**config.mk**
```make
export PLATFORM = sky130hd
export DESIGN_NAME = ibl_detector
export DESIGN_NICKNAME = d
export VERILOG_FILES = /design/src/verilog/ibl_pkg.sv /design/src/verilog/ibl_detector.sv
export SDC_FILE = /design/constraint.sdc
export NUM_CORES = 1
export LEC_CHECK = 0
export ABC_AREA = 1
export BUFFER_PORTS_ARGS = -buffer_cell sky130_fd_sc_hd__buf_4
export CORE_UTILIZATION = 49
export CTS_BUF_LIST = sky130_fd_sc_hd__clkbuf_16
export CTS_CLUSTER_DIAMETER = 30
export DETAILED_ROUTE_END_ITERATION = 7
export PLACE_DENSITY_LB_ADDON = 0.12
export SETUP_SLACK_MARGIN = 0.1
export SKIP_LAST_GASP = 1
export SLEW_MARGIN = 40
export SYNTH_ARGS = -nofsm -noshare
export SYNTH_HDL_FRONTEND = slang
export SYNTH_SLANG_ARGS = --single-unit
```
**constraint.sdc**
```tcl
create_clock -name aclk -period 1.4 [get_ports aclk]
set_input_delay 0.28 -clock aclk [delete_from_list [all_inputs] [get_ports aclk]]
set_output_delay 0.28 -clock aclk [all_outputs]
set_load 0.1 [all_outputs]
```
**src/verilog/ibl_pkg.sv**
```systemverilog
// ----------------------------------------------------------------------------
// Inband loopback pattern detector constants
// ----------------------------------------------------------------------------
package ibl_pkg;

  // --------------------------------------------------------------------------
  // Register indices and byte addresses (byte address is four times index)
  // --------------------------------------------------------------------------
  localparam int ADDR_W = 12;
  localparam logic [11:0] IDX_LEN_CFG = 12'h04c;       // Length configuration
  localparam logic [11:0] IDX_IRQ_EN_STS = 12'h04d;    // Enable / status
  localparam logic [11:0] IDX_ACT_PAT = 12'h04e;       // Activate pattern
  localparam logic [11:0] IDX_DEACT_PAT = 12'h04f;     // Deactivate pattern
  localparam logic [11:0] ADDR_LEN_CFG = {IDX_LEN_CFG[9:0], 2'h0};
  localparam logic [11:0] ADDR_IRQ_EN_STS = {IDX_IRQ_EN_STS[9:0], 2'h0};
  localparam logic [11:0] ADDR_ACT_PAT = {IDX_ACT_PAT[9:0], 2'h0};
  localparam logic [11:0] ADDR_DEACT_PAT = {IDX_DEACT_PAT[9:0], 2'h0};
  localparam logic [11:0] ADDR_EVT_STS = 12'h200;      // Sticky change events
  localparam logic [11:0] ADDR_EVT_MASK = 12'h204;     // Event mask

  // --------------------------------------------------------------------------
  // Field positions
  // --------------------------------------------------------------------------
  localparam int CFG_RSVD = 7;          // Reserved, kept writable
  localparam int CFG_DSEL_HI = 3;       // deact_len_sel_hi
  localparam int CFG_DSEL_LO = 2;       // deact_len_sel_lo
  localparam int CFG_ASEL_HI = 1;       // act_len_sel_hi
  localparam int CFG_ASEL_LO = 0;       // act_len_sel_lo
  localparam int IES_ACT_SEEN = 7;      // act_pattern_seen_interval
  localparam int IES_DEACT_SEEN = 6;    // deact_pattern_seen_interval
  localparam int IES_ACT_EN = 5;        // act_change_irq_en
  localparam int IES_DEACT_EN = 4;      // deact_change_irq_en
  localparam int IES_ACT_FLAG = 3;      // act_change_irq_flag
  localparam int IES_DEACT_FLAG = 2;    // deact_change_irq_flag
  localparam int IES_ACT_STATE = 1;     // act_detect_state
  localparam int IES_DEACT_STATE = 0;   // deact_detect_state
  localparam int PAT_ACT = 1;           // Per-pattern index of activate
  localparam int PAT_DEACT = 0;         // Per-pattern index of deactivate

  // --------------------------------------------------------------------------
  // Reset values, encodings and timing
  // --------------------------------------------------------------------------
  localparam logic [7:0] REG_RESET = 8'h00;
  localparam logic [2:0] LEN_M1_BASE = 3'h4;        // Five bits minus one
  localparam logic [1:0] RESP_OKAY = 2'h0;
  localparam logic [1:0] RESP_SLVERR = 2'h2;
  localparam logic [3:0] HIST_FULL = 4'h8;          // Bits to fill history
  localparam real INTERVAL_MS = 39.8;               // Observation interval
  localparam real CLK_HZ = 10000000.0;
  localparam int INTERVAL_CYC = int'(INTERVAL_MS * CLK_HZ / 1000.0);

endpackage : ibl_pkg

```
**src/verilog/ibl_detector.sv**
```systemverilog
`timescale 1ns/1ps
// Operation
// - Two-bit selector picks five to eight bits
// - E1 mode holds all four registers reset
// - Seen bits report presence over last interval
// - Activate enable gates activate changes onto interrupt
// - Deactivate enable gates deactivate changes onto interrupt
// - Cause bits mark changes that raised interrupt
// - State bits show present detect state
// - Pattern bit seven matches earliest received bit
module ibl_detector
  import ibl_pkg::*;
#(
  parameter int unsigned INTERVAL_CYCLES = INTERVAL_CYC,  // Observation length
  parameter int CNT_W = 20                                 // Interval counter
) (
  input wire logic aclk,
  input wire logic aresetn,
  input wire logic line_standard_select,
  input wire logic rx_bit,
  input wire logic rx_bit_en,
  input wire logic [ADDR_W-1:0] s_axi_awaddr,
  input wire logic s_axi_awvalid,
  output logic s_axi_awready,
  input wire logic [31:0] s_axi_wdata,
  input wire logic [3:0] s_axi_wstrb,
  input wire logic s_axi_wvalid,
  output logic s_axi_wready,
  output logic [1:0] s_axi_bresp,
  output logic s_axi_bvalid,
  input wire logic s_axi_bready,
  input wire logic [ADDR_W-1:0] s_axi_araddr,
  input wire logic s_axi_arvalid,
  output logic s_axi_arready,
  output logic [31:0] s_axi_rdata,
  output logic [1:0] s_axi_rresp,
  output logic s_axi_rvalid,
  input wire logic s_axi_rready,
  output logic cpu_irq_n,
  output logic irq
);

  // --------------------------------------------------------------------------
  // Declarations
  // --------------------------------------------------------------------------
  logic hold;                                  // E1 mode keeps detection and four registers in reset
  logic aw_held_r, aw_held_nxt;                // Write address captured
  logic w_held_r, w_held_nxt;                  // Write data captured
  logic [ADDR_W-1:0] aw_addr_r, aw_addr_nxt;
  logic [7:0] w_data_r, w_data_nxt;            // Only the low lane is used
  logic w_lane_r, w_lane_nxt;                  // Low byte strobe
  logic bvalid_r, bvalid_nxt;
  logic [1:0] bresp_r, bresp_nxt;
  logic rvalid_r, rvalid_nxt;
  logic [31:0] rdata_r, rdata_nxt;
  logic [1:0] rresp_r, rresp_nxt;
  logic aw_hs, w_hs, ar_hs, do_wr;             // Channel handshakes
  logic rd_hit;                                // Read address decodes
  logic [7:0] rd_byte;                         // Selected register value
  logic [7:0] cfg_r, cfg_nxt;                  // Length configuration
  logic [1:0] en_r, en_nxt;                    // Change interrupt enables
  logic [1:0] flag_r, flag_nxt;                // Change interrupt causes
  logic [7:0] pat_r [2], pat_nxt [2];          // Programmed patterns
  logic [1:0] sts_r, sts_nxt;                  // Sticky change events
  logic [1:0] mask_r, mask_nxt;                // Event mask
  logic rd_clear;                              // Status register being read
  logic [8:0] hist_r, hist_nxt;                // Received bits, newest at 0
  logic [3:0] fill_r, fill_nxt;                // Valid history depth
  logic [CNT_W-1:0] int_cnt_r, int_cnt_nxt;
  logic int_end;                               // Last cycle of interval
  logic [1:0] hit_r, hit_nxt;                  // Aligned pattern seen
  logic [1:0] err_r, err_nxt;                  // Period broken
  logic [1:0] seen_r, seen_nxt;                // Presence over last interval
  logic [1:0] state_r, state_nxt;              // Detect state
  logic [1:0] change;                          // Detect state toggles
  logic [2:0] len_m1 [2];                      // Pattern length minus one
  logic [7:0] new_win;                         // Eight most recent bits

  assign hold = line_standard_select;

  // --------------------------------------------------------------------------
  // Bus slave
  // --------------------------------------------------------------------------
  // Address and data may arrive in either order; each is parked until both
  // are present, so a write always completes exactly one cycle later.
  assign s_axi_awready = !aw_held_r && !bvalid_r;
  assign s_axi_wready = !w_held_r && !bvalid_r;
  assign s_axi_arready = !rvalid_r;
  assign aw_hs = s_axi_awvalid && s_axi_awready;
  assign w_hs = s_axi_wvalid && s_axi_wready;
  assign ar_hs = s_axi_arvalid && s_axi_arready;
  assign do_wr = aw_held_r && w_held_r;
  assign s_axi_bvalid = bvalid_r;
  assign s_axi_bresp = bresp_r;
  assign s_axi_rvalid = rvalid_r;
  assign s_axi_rdata = rdata_r;
  assign s_axi_rresp = rresp_r;

  // Read decode; unused bits read as zero
  always_comb begin
    rd_hit = 1'b1;
    rd_byte = REG_RESET;
    unique case (s_axi_araddr)
      ADDR_LEN_CFG: rd_byte = {cfg_r[CFG_RSVD], 3'h0, cfg_r[3:0]};
      ADDR_IRQ_EN_STS: rd_byte = {seen_r, en_r, flag_r, state_r};
      ADDR_ACT_PAT: rd_byte = pat_r[PAT_ACT];
      ADDR_DEACT_PAT: rd_byte = pat_r[PAT_DEACT];
      ADDR_EVT_STS: rd_byte = {6'h00, sts_r};
      ADDR_EVT_MASK: rd_byte = {6'h00, mask_r};
      default: rd_hit = 1'b0;
    endcase
  end

  // Next state of the bus channels
  always_comb begin
    aw_held_nxt = aw_held_r;
    aw_addr_nxt = aw_addr_r;
    w_held_nxt = w_held_r;
    w_data_nxt = w_data_r;
    w_lane_nxt = w_lane_r;
    bvalid_nxt = bvalid_r;
    bresp_nxt = bresp_r;
    rvalid_nxt = rvalid_r;
    rdata_nxt = rdata_r;
    rresp_nxt = rresp_r;
    if (aw_hs) begin
      aw_held_nxt = 1'b1;
      aw_addr_nxt = s_axi_awaddr;
    end
    if (w_hs) begin
      w_held_nxt = 1'b1;
      w_data_nxt = s_axi_wdata[7:0];
      w_lane_nxt = s_axi_wstrb[0];
    end
    if (do_wr) begin
      // Both halves present: commit and answer
      aw_held_nxt = 1'b0;
      w_held_nxt = 1'b0;
      bvalid_nxt = 1'b1;
      unique case (aw_addr_r)
        ADDR_LEN_CFG, ADDR_IRQ_EN_STS, ADDR_ACT_PAT, ADDR_DEACT_PAT,
        ADDR_EVT_STS, ADDR_EVT_MASK: bresp_nxt = RESP_OKAY;
        default: bresp_nxt = RESP_SLVERR;
      endcase
    end else if (bvalid_r && s_axi_bready) begin
      bvalid_nxt = 1'b0;
    end
    if (ar_hs) begin
      rvalid_nxt = 1'b1;
      rdata_nxt = {24'h000000, rd_byte};
      rresp_nxt = rd_hit ? RESP_OKAY : RESP_SLVERR;
    end else if (rvalid_r && s_axi_rready) begin
      rvalid_nxt = 1'b0;
    end
  end

  // Bus channel registers
  always_ff @(posedge aclk) begin
    if (!aresetn) begin
      aw_held_r <= 1'b0;
      aw_addr_r <= '0;
      w_held_r <= 1'b0;
      w_data_r <= REG_RESET;
      w_lane_r <= 1'b0;
      bvalid_r <= 1'b0;
      bresp_r <= RESP_OKAY;
      rvalid_r <= 1'b0;
      rdata_r <= 32'h00000000;
      rresp_r <= RESP_OKAY;
    end else begin
      aw_held_r <= aw_held_nxt;
      aw_addr_r <= aw_addr_nxt;
      w_held_r <= w_held_nxt;
      w_data_r <= w_data_nxt;
      w_lane_r <= w_lane_nxt;
      bvalid_r <= bvalid_nxt;
      bresp_r <= bresp_nxt;
      rvalid_r <= rvalid_nxt;
      rdata_r <= rdata_nxt;
      rresp_r <= rresp_nxt;
    end
  end

  // --------------------------------------------------------------------------
  // Register file
  // --------------------------------------------------------------------------
  assign rd_clear = ar_hs && (s_axi_araddr == ADDR_IRQ_EN_STS);

  // Software writes, read side effects and hardware-set causes
  always_comb begin
    cfg_nxt = cfg_r;
    en_nxt = en_r;
    flag_nxt = flag_r;
    pat_nxt = pat_r;
    sts_nxt = sts_r;
    mask_nxt = mask_r;
    if (do_wr && w_lane_r) begin
      unique case (aw_addr_r)
        ADDR_LEN_CFG: cfg_nxt = {w_data_r[CFG_RSVD], 3'h0, w_data_r[3:0]};
        ADDR_IRQ_EN_STS: en_nxt = w_data_r[IES_ACT_EN:IES_DEACT_EN];
        ADDR_ACT_PAT: pat_nxt[PAT_ACT] = w_data_r;
        ADDR_DEACT_PAT: pat_nxt[PAT_DEACT] = w_data_r;
        ADDR_EVT_STS: sts_nxt = sts_r & ~w_data_r[1:0];   // Write one to clear
        ADDR_EVT_MASK: mask_nxt = w_data_r[1:0];
        default: cfg_nxt = cfg_r;                          // Unmapped: no effect
      endcase
    end
    // Reading the status register drops the causes
    if (rd_clear) begin
      flag_nxt = 2'h0;
    end
    // A change arriving with the clear still wins
    flag_nxt = flag_nxt | (change & en_r);
    sts_nxt = sts_nxt | change;
    // E1 operation forces the configuration, enable, cause and pattern registers back to reset; event status and mask keep their values
    if (hold) begin
      cfg_nxt = REG_RESET;
      en_nxt = 2'h0;
      flag_nxt = 2'h0;
      pat_nxt[PAT_ACT] = REG_RESET;
      pat_nxt[PAT_DEACT] = REG_RESET;
    end
  end

  // Register storage
  always_ff @(posedge aclk) begin
    if (!aresetn) begin
      cfg_r <= REG_RESET;
      en_r <= 2'h0;
      flag_r <= 2'h0;
      pat_r[PAT_ACT] <= REG_RESET;
      pat_r[PAT_DEACT] <= REG_RESET;
      sts_r <= 2'h0;
      mask_r <= 2'h0;
    end else begin
      cfg_r <= cfg_nxt;
      en_r <= en_nxt;
      flag_r <= flag_nxt;
      pat_r <= pat_nxt;
      sts_r <= sts_nxt;
      mask_r <= mask_nxt;
    end
  end

  // Enabled cause bits drive the low pin, masked sticky events the high one
  assign cpu_irq_n = !(|(flag_r & en_r));
  assign irq = |(sts_r & mask_r);

  // --------------------------------------------------------------------------
  // Pattern detection
  // --------------------------------------------------------------------------
  // Length from the two-bit selector: 00 five bits up to 11 eight bits
  assign len_m1[PAT_ACT] = LEN_M1_BASE + {1'b0, cfg_r[CFG_ASEL_HI:CFG_ASEL_LO]};
  assign len_m1[PAT_DEACT] = LEN_M1_BASE + {1'b0, cfg_r[CFG_DSEL_HI:CFG_DSEL_LO]};
  // Bit seven of a pattern lines up with the oldest bit of the window
  assign new_win = {hist_r[6:0], rx_bit};
  assign int_end = (int_cnt_r == CNT_W'(INTERVAL_CYCLES - 1));

  // A pattern is present over an interval when an aligned copy was seen and
  // every bit repeated the bit one code length earlier. Short codes need no
  // special case because software supplies them doubled.
  always_comb begin
    hist_nxt = hist_r;
    fill_nxt = fill_r;
    hit_nxt = hit_r;
    err_nxt = err_r;
    seen_nxt = seen_r;
    state_nxt = state_r;
    int_cnt_nxt = int_end ? '0 : int_cnt_r + 1'b1;
    if (rx_bit_en) begin
      hist_nxt = {hist_r[7:0], rx_bit};
      fill_nxt = (fill_r == HIST_FULL) ? fill_r : fill_r + 4'h1;
      for (int i = 0; i < 2; i++) begin
        if (fill_r > 4'(len_m1[i]) && rx_bit != hist_r[len_m1[i]]) begin
          err_nxt[i] = 1'b1;
        end
        if (fill_r >= 4'h7 && new_win == pat_r[i]) begin
          hit_nxt[i] = 1'b1;
        end
      end
    end
    if (int_end) begin
      // Close the interval; detect state moves after two agreeing intervals
      for (int i = 0; i < 2; i++) begin
        seen_nxt[i] = hit_r[i] && !err_r[i];
        if (seen_nxt[i] == seen_r[i]) begin
          state_nxt[i] = seen_nxt[i];
        end
      end
      hit_nxt = 2'h0;
      err_nxt = 2'h0;
    end
    if (hold) begin
      hist_nxt = 9'h000;
      fill_nxt = 4'h0;
      hit_nxt = 2'h0;
      err_nxt = 2'h0;
      seen_nxt = 2'h0;
      state_nxt = 2'h0;
      int_cnt_nxt = '0;
    end
  end

  assign change = state_nxt ^ state_r;

  // Detection storage
  always_ff @(posedge aclk) begin
    if (!aresetn) begin
      hist_r <= 9'h000;
      fill_r <= 4'h0;
      hit_r <= 2'h0;
      err_r <= 2'h0;
      seen_r <= 2'h0;
      state_r <= 2'h0;
      int_cnt_r <= '0;
    end else begin
      hist_r <= hist_nxt;
      fill_r <= fill_nxt;
      hit_r <= hit_nxt;
      err_r <= err_nxt;
      seen_r <= seen_nxt;
      state_r <= state_nxt;
      int_cnt_r <= int_cnt_nxt;
    end
  end
endmodule : ibl_detector

```
### Yosys cells after proc, flatten, opt, wreduce, memory -nomap -nowiden

Cells that the tools add are included.

| cells by class | value |
|---|---|
| $add $sub $neg | 4 |
| $mul | 0 |
| div/mod/pow operators | 0 |
| magnitude comparators | 5 |
| eq/ne operators | 20 |
| shift-type cells | 0 |
| muxes and demuxes | 19 |
| bitwise operators | 10 |
| reduce and logical (&&, ||, !) cells | 42 |

Operators with widths:

| operator | count |
|---|---|
| $eq 12x9->1 const B | 8 |
| $eq 12x10->1 const B | 4 |
| $pmux 8 s6 | 1 |
| $add 20x1->20 const B | 1 |
| $eq 20x19->1 const B | 1 |
| $reduce_and 2->1 | 10 |
| $eq 8x8->1 | 2 |
| $logic_and 1x1->1 | 16 |
| $mux 2 | 7 |
| $reduce_or 6->1 | 2 |
| $lt 3x5->1 const B | 2 |
| $mux 1 | 9 |
| $and 2x2->2 | 4 |
| $gt 4x3->1 | 2 |
| $reduce_or 2->1 | 4 |
| $logic_not 1->1 | 7 |
| $add 3x2->3 const A | 2 |
| $bmux 1 s3 | 2 |
| $add 4x1->4 const B | 1 |
| $eq 4x4->1 const B | 1 |
| $ge 4x3->1 const B | 1 |
| $or 2x2->2 | 2 |
| $reduce_bool 2->1 | 2 |
| $reduce_or 3->1 | 1 |
| 5 further kinds | 8 |

| word-level totals | value |
|---|---|
| bits in registers | 106 |
| bits in latches | 0 |
| memory bits (writable) | 0 |
| ROM bits | 0 |
| word-level logic and storage cells | 126 |
| memories | 0 |

### Logic depth before layout (Yosys ltp)

Gate-level depths: netlist of the first run.

| depth | value |
|---|---|
| depth after elaboration | 9 |
| mapped depth | 12 |

### Worst setup path before layout of the first run

No wires, ideal clock.

| path | value |
|---|---|
| path type | flip-flop to flip-flop |
| from | register bvalid_r, in the netlist s_axi_bvalid |
| to | register aw_addr_r[3] |
| setup time | 0.116 ns |
| arrival time | 2.972 ns |
| required time | 1.284 ns |
| setup slack | -1.688 ns |
| cell stages (with the launch flop) | 6 |
| period minus slack after synthesis | 3.088 ns |
| path through | dfxtp_1 > nor2_1 > nand2_1 > clkbuf_1 > o21ai_0 > nor2_1 |

| between the ends | value |
|---|---|
| cells in the longest elaborated chain, start to end | 3 |

RTL lines:

| element | RTL line | RTL |
|---|---|---|
| start: declaration | ibl_detector.sv:52 | `logic bvalid_r, bvalid_nxt;` |
| start signal: assignment | ibl_detector.sv:176 | `bvalid_r <= bvalid_nxt;` |
| $logic_not 1->1 | ibl_detector.sv:86 | `assign s_axi_awready = !aw_held_r && !bvalid_r;` |
| $logic_and 1x1->1 | ibl_detector.sv:86 |  |
| net s_axi_awready | ibl_detector.sv:24 | `output logic s_axi_awready,` |
| $logic_and 1x1->1 | ibl_detector.sv:89 | `assign aw_hs = s_axi_awvalid && s_axi_awready;` |
| end signal: assignment | ibl_detector.sv:172 | `aw_addr_r <= aw_addr_nxt;` |
| end: declaration | ibl_detector.sv:49 | `logic [ADDR_W-1:0] aw_addr_r, aw_addr_nxt;` |

The timed path passes the listed nets, and every way through them passes these cells.
A chain may end at the register's enable or synchronous reset.

### Worst setup path in the final report of the first run

| path | value |
|---|---|
| from | register aw_addr_r[1] |
| to | register sts_r[1] |

| between the ends | value |
|---|---|
| cells in the longest elaborated chain, start to end | 4 |

RTL lines:

| element | RTL line | RTL |
|---|---|---|
| $eq 12x10->1 | ibl_detector.sv:198 | `unique case (aw_addr_r)` |
| $mux 2 | ibl_detector.sv:198 |  |
| $mux 2 | ibl_detector.sv:197 | `if (do_wr && w_lane_r) begin` |
| $or 2x2->2 | ibl_detector.sv:214 | `sts_nxt = sts_nxt \| change;` |
| end signal: assignment | ibl_detector.sv:240 | `sts_r <= sts_nxt;` |
| end: declaration | ibl_detector.sv:64 | `logic [1:0] sts_r, sts_nxt;` |

Every way passes these cells.

==> results.cfg, run 1 <==
[run_status]
status = finished with violations
violations = negative setup slack

[final_layout]
fin_nets = 954
drive_gt1_share_pct = 41.72
seq_area_um2 = 2142
fill_cells = 761
syn_to_final_growth_pct = 46.97
finalNonFillerCells = 1018
antenna_cells = 0
multi_input_area_um2 = 3302
finish.instance_area_um2 = 7576

[sta]
hold_ws_ns = 0.1644
finalSetupViolCount = 18
clock.fmax_ghz = 0.6374
final.setup.tns_ns = -1.111
fin_worst_skew_ns = 0.006664
hold_viol = 0
drv_slew = 0
finalCritPeriodShare_pct = 112.1
rsz0062_at_grt = yes
maxSlewHeadroom_pct = 55.08
period_needed_ns = 1.569
layout_setup_ws_ns = -0.1690
tightestPinTransition_ns = 0.6731

[logic_synthesis]
synth_flop_cell = dfxtp_1
ys_types = 40
synth-seq-cells = 104
syn_inst = 724
synth_top_area_share_pct = 40.39
synth.most_common_cell = nand2_1
async_flop_share_pct = 0
avgSynthCellArea_um2 = 7.120
synth_top_area_cell = dfxtp_1
netlist_area_um2 = 5155
ys_warn_count = 0
yosys-top-cells-count = 134 x nand2_1, 104 x dfxtp_1, 90 x nor2_1
ys_seq_area_share_pct = 40.39
synthTopCellsByArea = dfxtp_1 40%, nand2_1 9.8%, nor2_1 6.6%, a21oi_1 6.4%, o21ai_0 5.8%
synth-edff-count = 0

[job]
cap_violations = 0

[routing]
drt-total-wl_um = 15130
avgViaCountPerCell = 5.239
dr.pass1.iters = 5
drt_iter0_markers = 347
vias = 5333
drc_errors = 0
drt-wirelength-per-cell_um = 14.86
ant_nets = 0

[clocking]
h-tree-depth = 3
clk_path_buf_depth = 2
cts_buffers = 9
clock-sinks = 104
cts.clk_slew.worst_paths_ns = 0.07
cts_hold_buf = 0
insertion_delay_ns = 0.35
cts-root-buf = clkbuf_16
cts_tree = built

[power_and_ir_drop]
p_leak_nw = 3.074
switching_power_w = 0.002090
pwr-share-clk_pct = 36.1
power_w = 0.006877
netSwitchingFraction_pct = 30.39
p_seq_share_pct = 45.4
p_per_area_nw_per_um2 = 907.7
vdd_drop_max_mv = 0.8681
p_comb_share_pct = 18.5
intPower_w = 0.004787

[worst_setup_path]
path_max_fanout = 4
arrival_ns = 1.81
critPathRequiredTime_ns = 1.64
crit_type = register to register
end_kind = register
start_kind = register

[die]
die_x_um = 104.6
dieHeight_um = 104.6
dieArea_um2 = 10930
row_count = 37
io_pins = 113
coreArea_um2 = 10280
initial_core_util_pct = 50.16

[global_route]
grt_pass1_vias = 4957
grt_start_max_net_pins = 29
grt_util_met1_pct = 28.55
grt_use_met3_pct = 4.180
grtUsageTotal_pct = 25.55
grt_busiest_layer = met2
grt_first_pass_wirelength_um = 22340
antenna_found_initial = 0
use_met2_pct = 47.45
grt-ovfl-total = 0

[placement]
placed_cell_area_um2 = 6277
io_buffers = 59
gp_congestion = 0.8842
dp_cells = 972
hpwl_um = 10120

[hold_path]
hp-class = primary input to register
## routing by layer
| layer | part of all wire (%) | vias up |
|---|---|---|
| li1 | - | 2621 |
| met1 | 39 | 2519 |
| met2 | 54 | 149 |
| met3 | 3.6 | 44 |
| met4 | 3.5 | 0 |
| met5 | 0 | - |
## kinds of logic (layout without fill, tap and decap cells)
logic type,Yosys count,count (layout),synth area share (%)
xor+xnor,21,21,3.568
compound gates,156,156,16.36
buf+inv,125,258,11.09
simple gates,310,310,26.82
fa+ha+maj,7,7,1.699
other cells,1,26,0.07275
flops,104,104,40.39
## placed cells by master, fill, tap and decap left out, types with 14 or more instances in the layout
master	count
nand2_2	16
o21ai_1	30
dfxtp_1	74
conb_1	26
a21oi_1	43
nor2_4	18
xor2_1	14
nand3_1	22
nand2_1	116
nor2_1	70
o21ai_2	19
a21oi_2	24
dfxtp_2	21
inv_1	59
buf_4	140
## per-stage QoR
stage | setup slack, ns | utilization, %
floorplan | -0.4067 | -
global placement | -0.2155 | 61.08
detailed placement | -0.2546 | 61.08
CTS | -0.09508 | 67.75
global route | -0.2485 | 73.72
finish | -0.1690 | 73.72
## worst max-delay path, cell delays in order, from the launching register on
cell and delay (ns):
dfxtp_2 0.34, nor2_4 0.12, inv_2 0.06, nor3_1 0.13
buf_4 0.18, nand3_1 0.12, o21ai_0 0.28, nand2_1 0.12
nand2_1 0.08, inv_1 0.05
## power by group through the flow
stage	logic [W]	clock network (W)	registers, W
after floorplan	0.000782	0	0.00324
after global placement	0.00106	0	0.00316
after detailed placement	0.00108	0	0.00317
after CTS	0.00117	0.00251	0.00311
after global routing	0.00134	0.00261	0.00313
final	0.00127	0.00248	0.00312
## final cells by class
cell class	count	area share [%]
clock buffers	9	2.973
clock inverters	7	0.8423
inverters	83	4.641
multi-input cells	520	43.58
flip-flops and latches	104	28.27
well taps	136	2.246
repair buffers	159	17.44
## state kept, by name (all words and copies together) (netlist names), 4 cells and up
signal,flops
aw_addr_r,12
cfg_r,5
fill_r,4
hist_r,8
int_cnt_r,20
pat_r,16
s_axi_rdata,8
w_data_r,8
## repair_timing
action	4_1_cts	5_1_grt
pin swaps	19	57
buffers inserted	13	18
endpoints found under the setup margin	64	81
resized for setup	102	141
hold endpoints to repair	0	0
## worst paths after layout
check                                          startpoint                       to  slack (ns)  depth (start not counted)
worst min-delay path                       s_axi_wstrb[0]    w_lane_r$_SDFFE_PN0P_        0.16                          3
worst max-delay path            aw_addr_r[1]$_SDFFE_PN0P_      sts_r[1]$_SDFF_PN0_       -0.17                          9
worst min register to register    int_cnt_r[0]$_SDFF_PP0_  int_cnt_r[0]$_SDFF_PP0_        0.44                          1
worst max register to register  aw_addr_r[1]$_SDFFE_PN0P_      sts_r[1]$_SDFF_PN0_       -0.17                          9
Note: power is estimated with default switching activity, not from simulation.
==> run 2: changes to the inputs <==
- RECOVER_POWER: not set -> 50
==> run 2 against run 1 <==
Compared with the run above: the run still ends with negative setup slack left; die area is the same; clock-buffer cell count stayed put; critical path depth unchanged; sequential cell count is the same; first-iteration DRC count shrank 5.8%; sequential share of layout area rose by 0.11 points; core utilization is 0.50 points lower; via count about the same; final area is 0.68% lower; setup slack worse by 0.0070 ns; global-route usage is the same; clock power is essentially flat; largest power group unchanged; highest routed layer unchanged.
==> results.cfg, run 2 (synthesis gave the netlist of run 1 again) <==
[global_route]
antenna_found_initial = 0
grt_start_max_net_pins = 29
grt_first_pass_wirelength_um = 22340
grt-ovfl-total = 0
grtUsageTotal_pct = 25.55
grt_pass1_vias = 4957

[placement]
gp_congestion = 0.8842
hpwl_um = 10120
placed_cell_area_um2 = 6277
io_buffers = 59
pre_cts_ws_ns = -0.2546
dp_cells = 972

[routing]
ant_nets = 0
vias = 5330
avgViaCountPerCell = 5.236
drt-total-wl_um = 15160
dr.pass1.iters = 5
drt_iter0_markers = 327
drc_errors = 0
drt-wirelength-per-cell_um = 14.89

[worst_setup_path]
start_kind = register
arrival_ns = 1.82
end_kind = register
crit_type = register to register
path_max_fanout = 4
r2r_start = aw_addr_r[1]$_SDFFE_PN0P_
critPathRequiredTime_ns = 1.64
worstSetupStartpoint = aw_addr_r[1]$_SDFFE_PN0P_
rrSetupSlack_ns = -0.18
reg2regPathDepth = 9
worstReg2RegEnd = sts_r[1]$_SDFF_PN0_

[hold_path]
hold_start = s_axi_wstrb[0]
hold-path-endpoint = w_lane_r$_SDFFE_PN0P_
hold_path_depth = 3
hp-class = primary input to register

[final_layout]
syn_to_final_growth_pct = 45.97
final_common_cell = buf_4
finish.instance_area_um2 = 7525
finalNonFillerCells = 1018
final_core_util_pct = 73.22
largest_reg_flops = 20
antenna_cells = 0
final_cell_mix = 136 x buf_4, 116 x nand2_1, 77 x dfxtp_1
fill_cells = 771
fin_nets = 954
largestRegisters = int_cnt_r: 20 flops, pat_r: 16 flops, aw_addr_r: 12 flops
regMostFlops = int_cnt_r
drive_gt1_share_pct = 40.82

[job]
cap_violations = 0

[clocking]
cts_buffers = 9
clock-sinks = 104
cts_tree = built
insertion_delay_ns = 0.35
h-tree-depth = 3
cts.clk_slew.worst_paths_ns = 0.07
clk_path_buf_depth = 2
cts-root-buf = clkbuf_16
cts_hold_buf = 0

[sta]
rsz0062_at_grt = yes
drv_slew = 0
tightestPinTransition_ns = 0.6545
fin_worst_skew_ns = 0.007449
clock.fmax_ghz = 0.6345
period_needed_ns = 1.576
finalSetupViolCount = 32
layout_setup_ws_ns = -0.1759
finalCritPeriodShare_pct = 112.6
hold_viol = 0
maxSlewHeadroom_pct = 56.32

[power_and_ir_drop]
p_leak_nw = 3.059
p_per_area_nw_per_um2 = 910.6
power_w = 0.006852
vdd_drop_max_mv = 0.8617

[die]
die_x_um = 104.6
dieHeight_um = 104.6
io_pins = 113
dieArea_um2 = 10930
initial_core_util_pct = 50.16
coreArea_um2 = 10280
row_count = 37

[run_status]
status = finished with violations
violations = negative setup slack
==> run 2: cell types whose count changed in the layout (fill, tap and decap cells not counted), sizes merged <==
cell    delta
buf        -6
clkbuf     +6
==> run 2: power breakdown <==
group          leakage [nW]  internal [W]  switching, W  total [W]
combinational          2.05      0.000357      0.000891    0.00125
sequential            0.859       0.00304     0.0000824    0.00312
clock                 0.148       0.00137       0.00111    0.00248
==> run 2: through the flow <==
step / hold slack (ns) / setup TNS, ns
final: 0.1626 / -1.574
after global routing: 0.1783 / -5.947
after CTS: 0.1638 / -0.8605
after detailed placement: 0.4353 / -4.261
after global placement: 0.4296 / -2.727
after floorplan: 0.4193 / -7.908
==> run 2: metal layers <==
layer / vias up / GRT usage, % / part of all wire [%]
met5: - / 0 / 0
met4: 0 / 11.17 / 3.6
met3: 53 / 4.180 / 4.1
met2: 159 / 47.45 / 53
met1: 2492 / 28.55 / 39
li1: 2626 / - / -
==> run 2: how the worst max path moves through the flow <==
stage                             endpoint  slack (ns)
2_1_floorplan  s_axi_rdata[1]$_SDFFE_PN0P_       -0.41
3_3_place_gp   s_axi_rdata[3]$_SDFFE_PN0P_       -0.22
6_report               sts_r[1]$_SDFF_PN0_       -0.18
5_1_grt                sts_r[1]$_SDFF_PN0_       -0.25
3_5_place_dp   s_axi_rdata[3]$_SDFFE_PN0P_       -0.25
4_1_cts           int_cnt_r[18]$_SDFF_PP0_        -0.1
==> run 2: what timing repair did <==
action / CTS / global route
endpoints found under the setup margin: 64 / 81
pin swaps: 19 / 57
resized for setup: 102 / 141
buffers inserted: 13 / 18
==> run 2: final cells by class <==
cell class	count	area [µm²]	area share, %
Timing Repair Buffer	159	1304	17.33
Clock buffer	9	225.2	2.993
Tap cell	136	170.2	2.261
Inverter	83	341.6	4.539
Multi-Input combinational cell	520	3284	43.65
Sequential cell	104	2136	28.38
Clock inverter	7	63.81	0.8480
==> run 2: critical path, stage by stage (launching register included) <==
cell	delay, ns
dfxtp_2	0.34
nor2_4	0.12
inv_2	0.06
nor3_1	0.13
buf_4	0.18
nand3_1	0.12
o21ai_0	0.28
nand2_1	0.12
nand2_1	0.08
inv_1	0.05
==> run 3: changes to the inputs <==
- CORE_UTILIZATION: 49 -> 30
==> run 3 against run 2 <==
Compared with the run above: the run still ends with negative setup slack left; register-to-register slack improved by 0.05 ns; final area increased by 3.6%; routed wire length decreased by 0.95%; clock power increased by 5%; setup slack improved by 0.048 ns; final cell count increased by 9.3%; via count decreased by 3.3%; first-iteration DRC count decreased by 45%; critical path type unchanged; critical endpoint is now int_cnt_r[18]$_SDFF_PP0_; largest cell class unchanged.
==> results.cfg, run 3 (synthesis gave the netlist of run 1 again) <==
[worst_setup_path]
crit_type = register to register
path_max_fanout = 4
critPathRequiredTime_ns = 1.69
max_stage_delay_ns = 0.36
cp_num_buf_inv = 2
start_kind = register
path_cells = ha_4 -> nand3_4 -> inv_4 -> nand3_4 -> nor2_4 -> inv_4 -> nor2_4 -> nand2_2 -> or2_1 -> a21oi_2
arrival_ns = 1.82
crit_family = simple AND/OR/NAND/NOR gates
cp_slowest_cell = dfxtp_2
end_kind = register

[sta]
fin_worst_skew_ns = 0.008380
finalCritPeriodShare_pct = 109.1
finalSetupViolCount = 19
period_needed_ns = 1.528
rsz0062_at_grt = yes
drv_slew = 0
layout_setup_ws_ns = -0.1277
clock.fmax_ghz = 0.6546
hold_ws_ns = 0.1518
final.setup.tns_ns = -0.9977
hold_viol = 0

[run_status]
status = finished with violations
violations = negative setup slack

[routing]
drt_iter0_markers = 180
drc_errors = 0
ant_nets = 0
dr.pass1.iters = 4
drt-total-wl_um = 15010
vias = 5153
avgViaCountPerCell = 4.630
drt-wirelength-per-cell_um = 13.49

[power_and_ir_drop]
vdd_drop_max_mv = 0.6236
p_leak_nw = 3.145
p_per_area_nw_per_um2 = 903.0

[final_layout]
largest_reg_flops = 20
syn_to_final_growth_pct = 51.19
finish.instance_area_um2 = 7794
fill_cells = 1676
final_common_cell = buf_4
regMostFlops = int_cnt_r
drive_gt1_share_pct = 43.00
antenna_cells = 0
multi_input_area_um2 = 3326
fin_nets = 965
largestRegisters = int_cnt_r: 20 flops, pat_r: 16 flops, aw_addr_r: 12 flops
final_cell_mix = 132 x buf_4, 114 x nand2_1, 74 x dfxtp_1
final_core_util_pct = 46.67
seq_area_um2 = 2135

[clocking]
cts-root-buf = clkbuf_16
clock-sinks = 104
cts_buffers = 9
cts.clk_slew.worst_paths_ns = 0.08
clk_path_buf_depth = 2
cts_tree = built
cts_hold_buf = 0
h-tree-depth = 3
insertion_delay_ns = 0.36

[die]
row_count = 47
die_x_um = 133.1
dieHeight_um = 133.1
coreArea_um2 = 16700
dieArea_um2 = 17710
io_pins = 113
initial_core_util_pct = 30.87

[global_route]
grtUsageTotal_pct = 17.15
grt-ovfl-total = 0
grt_pass1_vias = 4986
grt_first_pass_wirelength_um = 24010
antenna_found_initial = 0
grt_start_max_net_pins = 29

[placement]
placed_cell_area_um2 = 6495
hpwl_um = 11100
gp_congestion = 0.8626
io_buffers = 59

[job]
cap_violations = 0

[hold_path]
hp-class = primary input to register
## run 3: repair_timing
action                     CTS  global route
setup endpoints to repair   63            80
pin swaps                   19            57
resized for setup          112           154
buffers inserted            12            14
cloned                       0             1
## run 3: path summary, 6_finish.rpt
kind                                                   from                          end  slack [ns]  cells past startpoint
worst max-delay path                int_cnt_r[1]$_SDFF_PP0_     int_cnt_r[18]$_SDFF_PP0_       -0.13                     10
worst min register to register  s_axi_rdata[7]$_SDFFE_PN0P_  s_axi_rdata[7]$_SDFFE_PN0P_        0.47                      2
worst max register to register      int_cnt_r[1]$_SDFF_PP0_     int_cnt_r[18]$_SDFF_PP0_       -0.13                     10
worst min-delay path                           s_axi_bready    s_axi_bvalid$_SDFFE_PN0P_        0.15                      4
## run 3: final cells by class
type / instances / share of cell area, %
clock inverter: 7 / 0.9793
sequential: 104 / 27.39
inverter: 83 / 4.351
timing repair buffer: 170 / 18.19
tap: 220 / 3.532
multi-input combinational: 520 / 42.67
clock buffer: 9 / 2.890
## run 3: per-layer routing
metal	wire [µm]	track usage, %	vias up
met1	6544	20.56	2410
met3	437	3.257	16
met5	0	0	-
met2	7793	30.54	87
li1	-	-	2640
met4	235	5.619	0
## run 3: worst min-delay path: stages
cell and delay, ns:
buf_4 0.07, inv_1 0.03, nand2_1 0.04, a21oi_1 0.05
## run 3: report_power, final
group | switching (W) | internal [W]
registers | 0.0000867 | 0.00304
logic | 0.000911 | 0.000393
clock network | 0.00120 | 0.00140
## run 3: through the flow
step / setup slack [ns] / total power, W / cells
after floorplan: -0.4067 / 0.004020 / 749
after global placement: -0.2461 / 0.004267 / 1071
after detailed placement: -0.2505 / 0.004285 / 1071
after CTS: -0.1346 / 0.007044 / 1099
after global routing: -0.2347 / 0.007352 / 1113
final: -0.1277 / 0.007038 / 1113
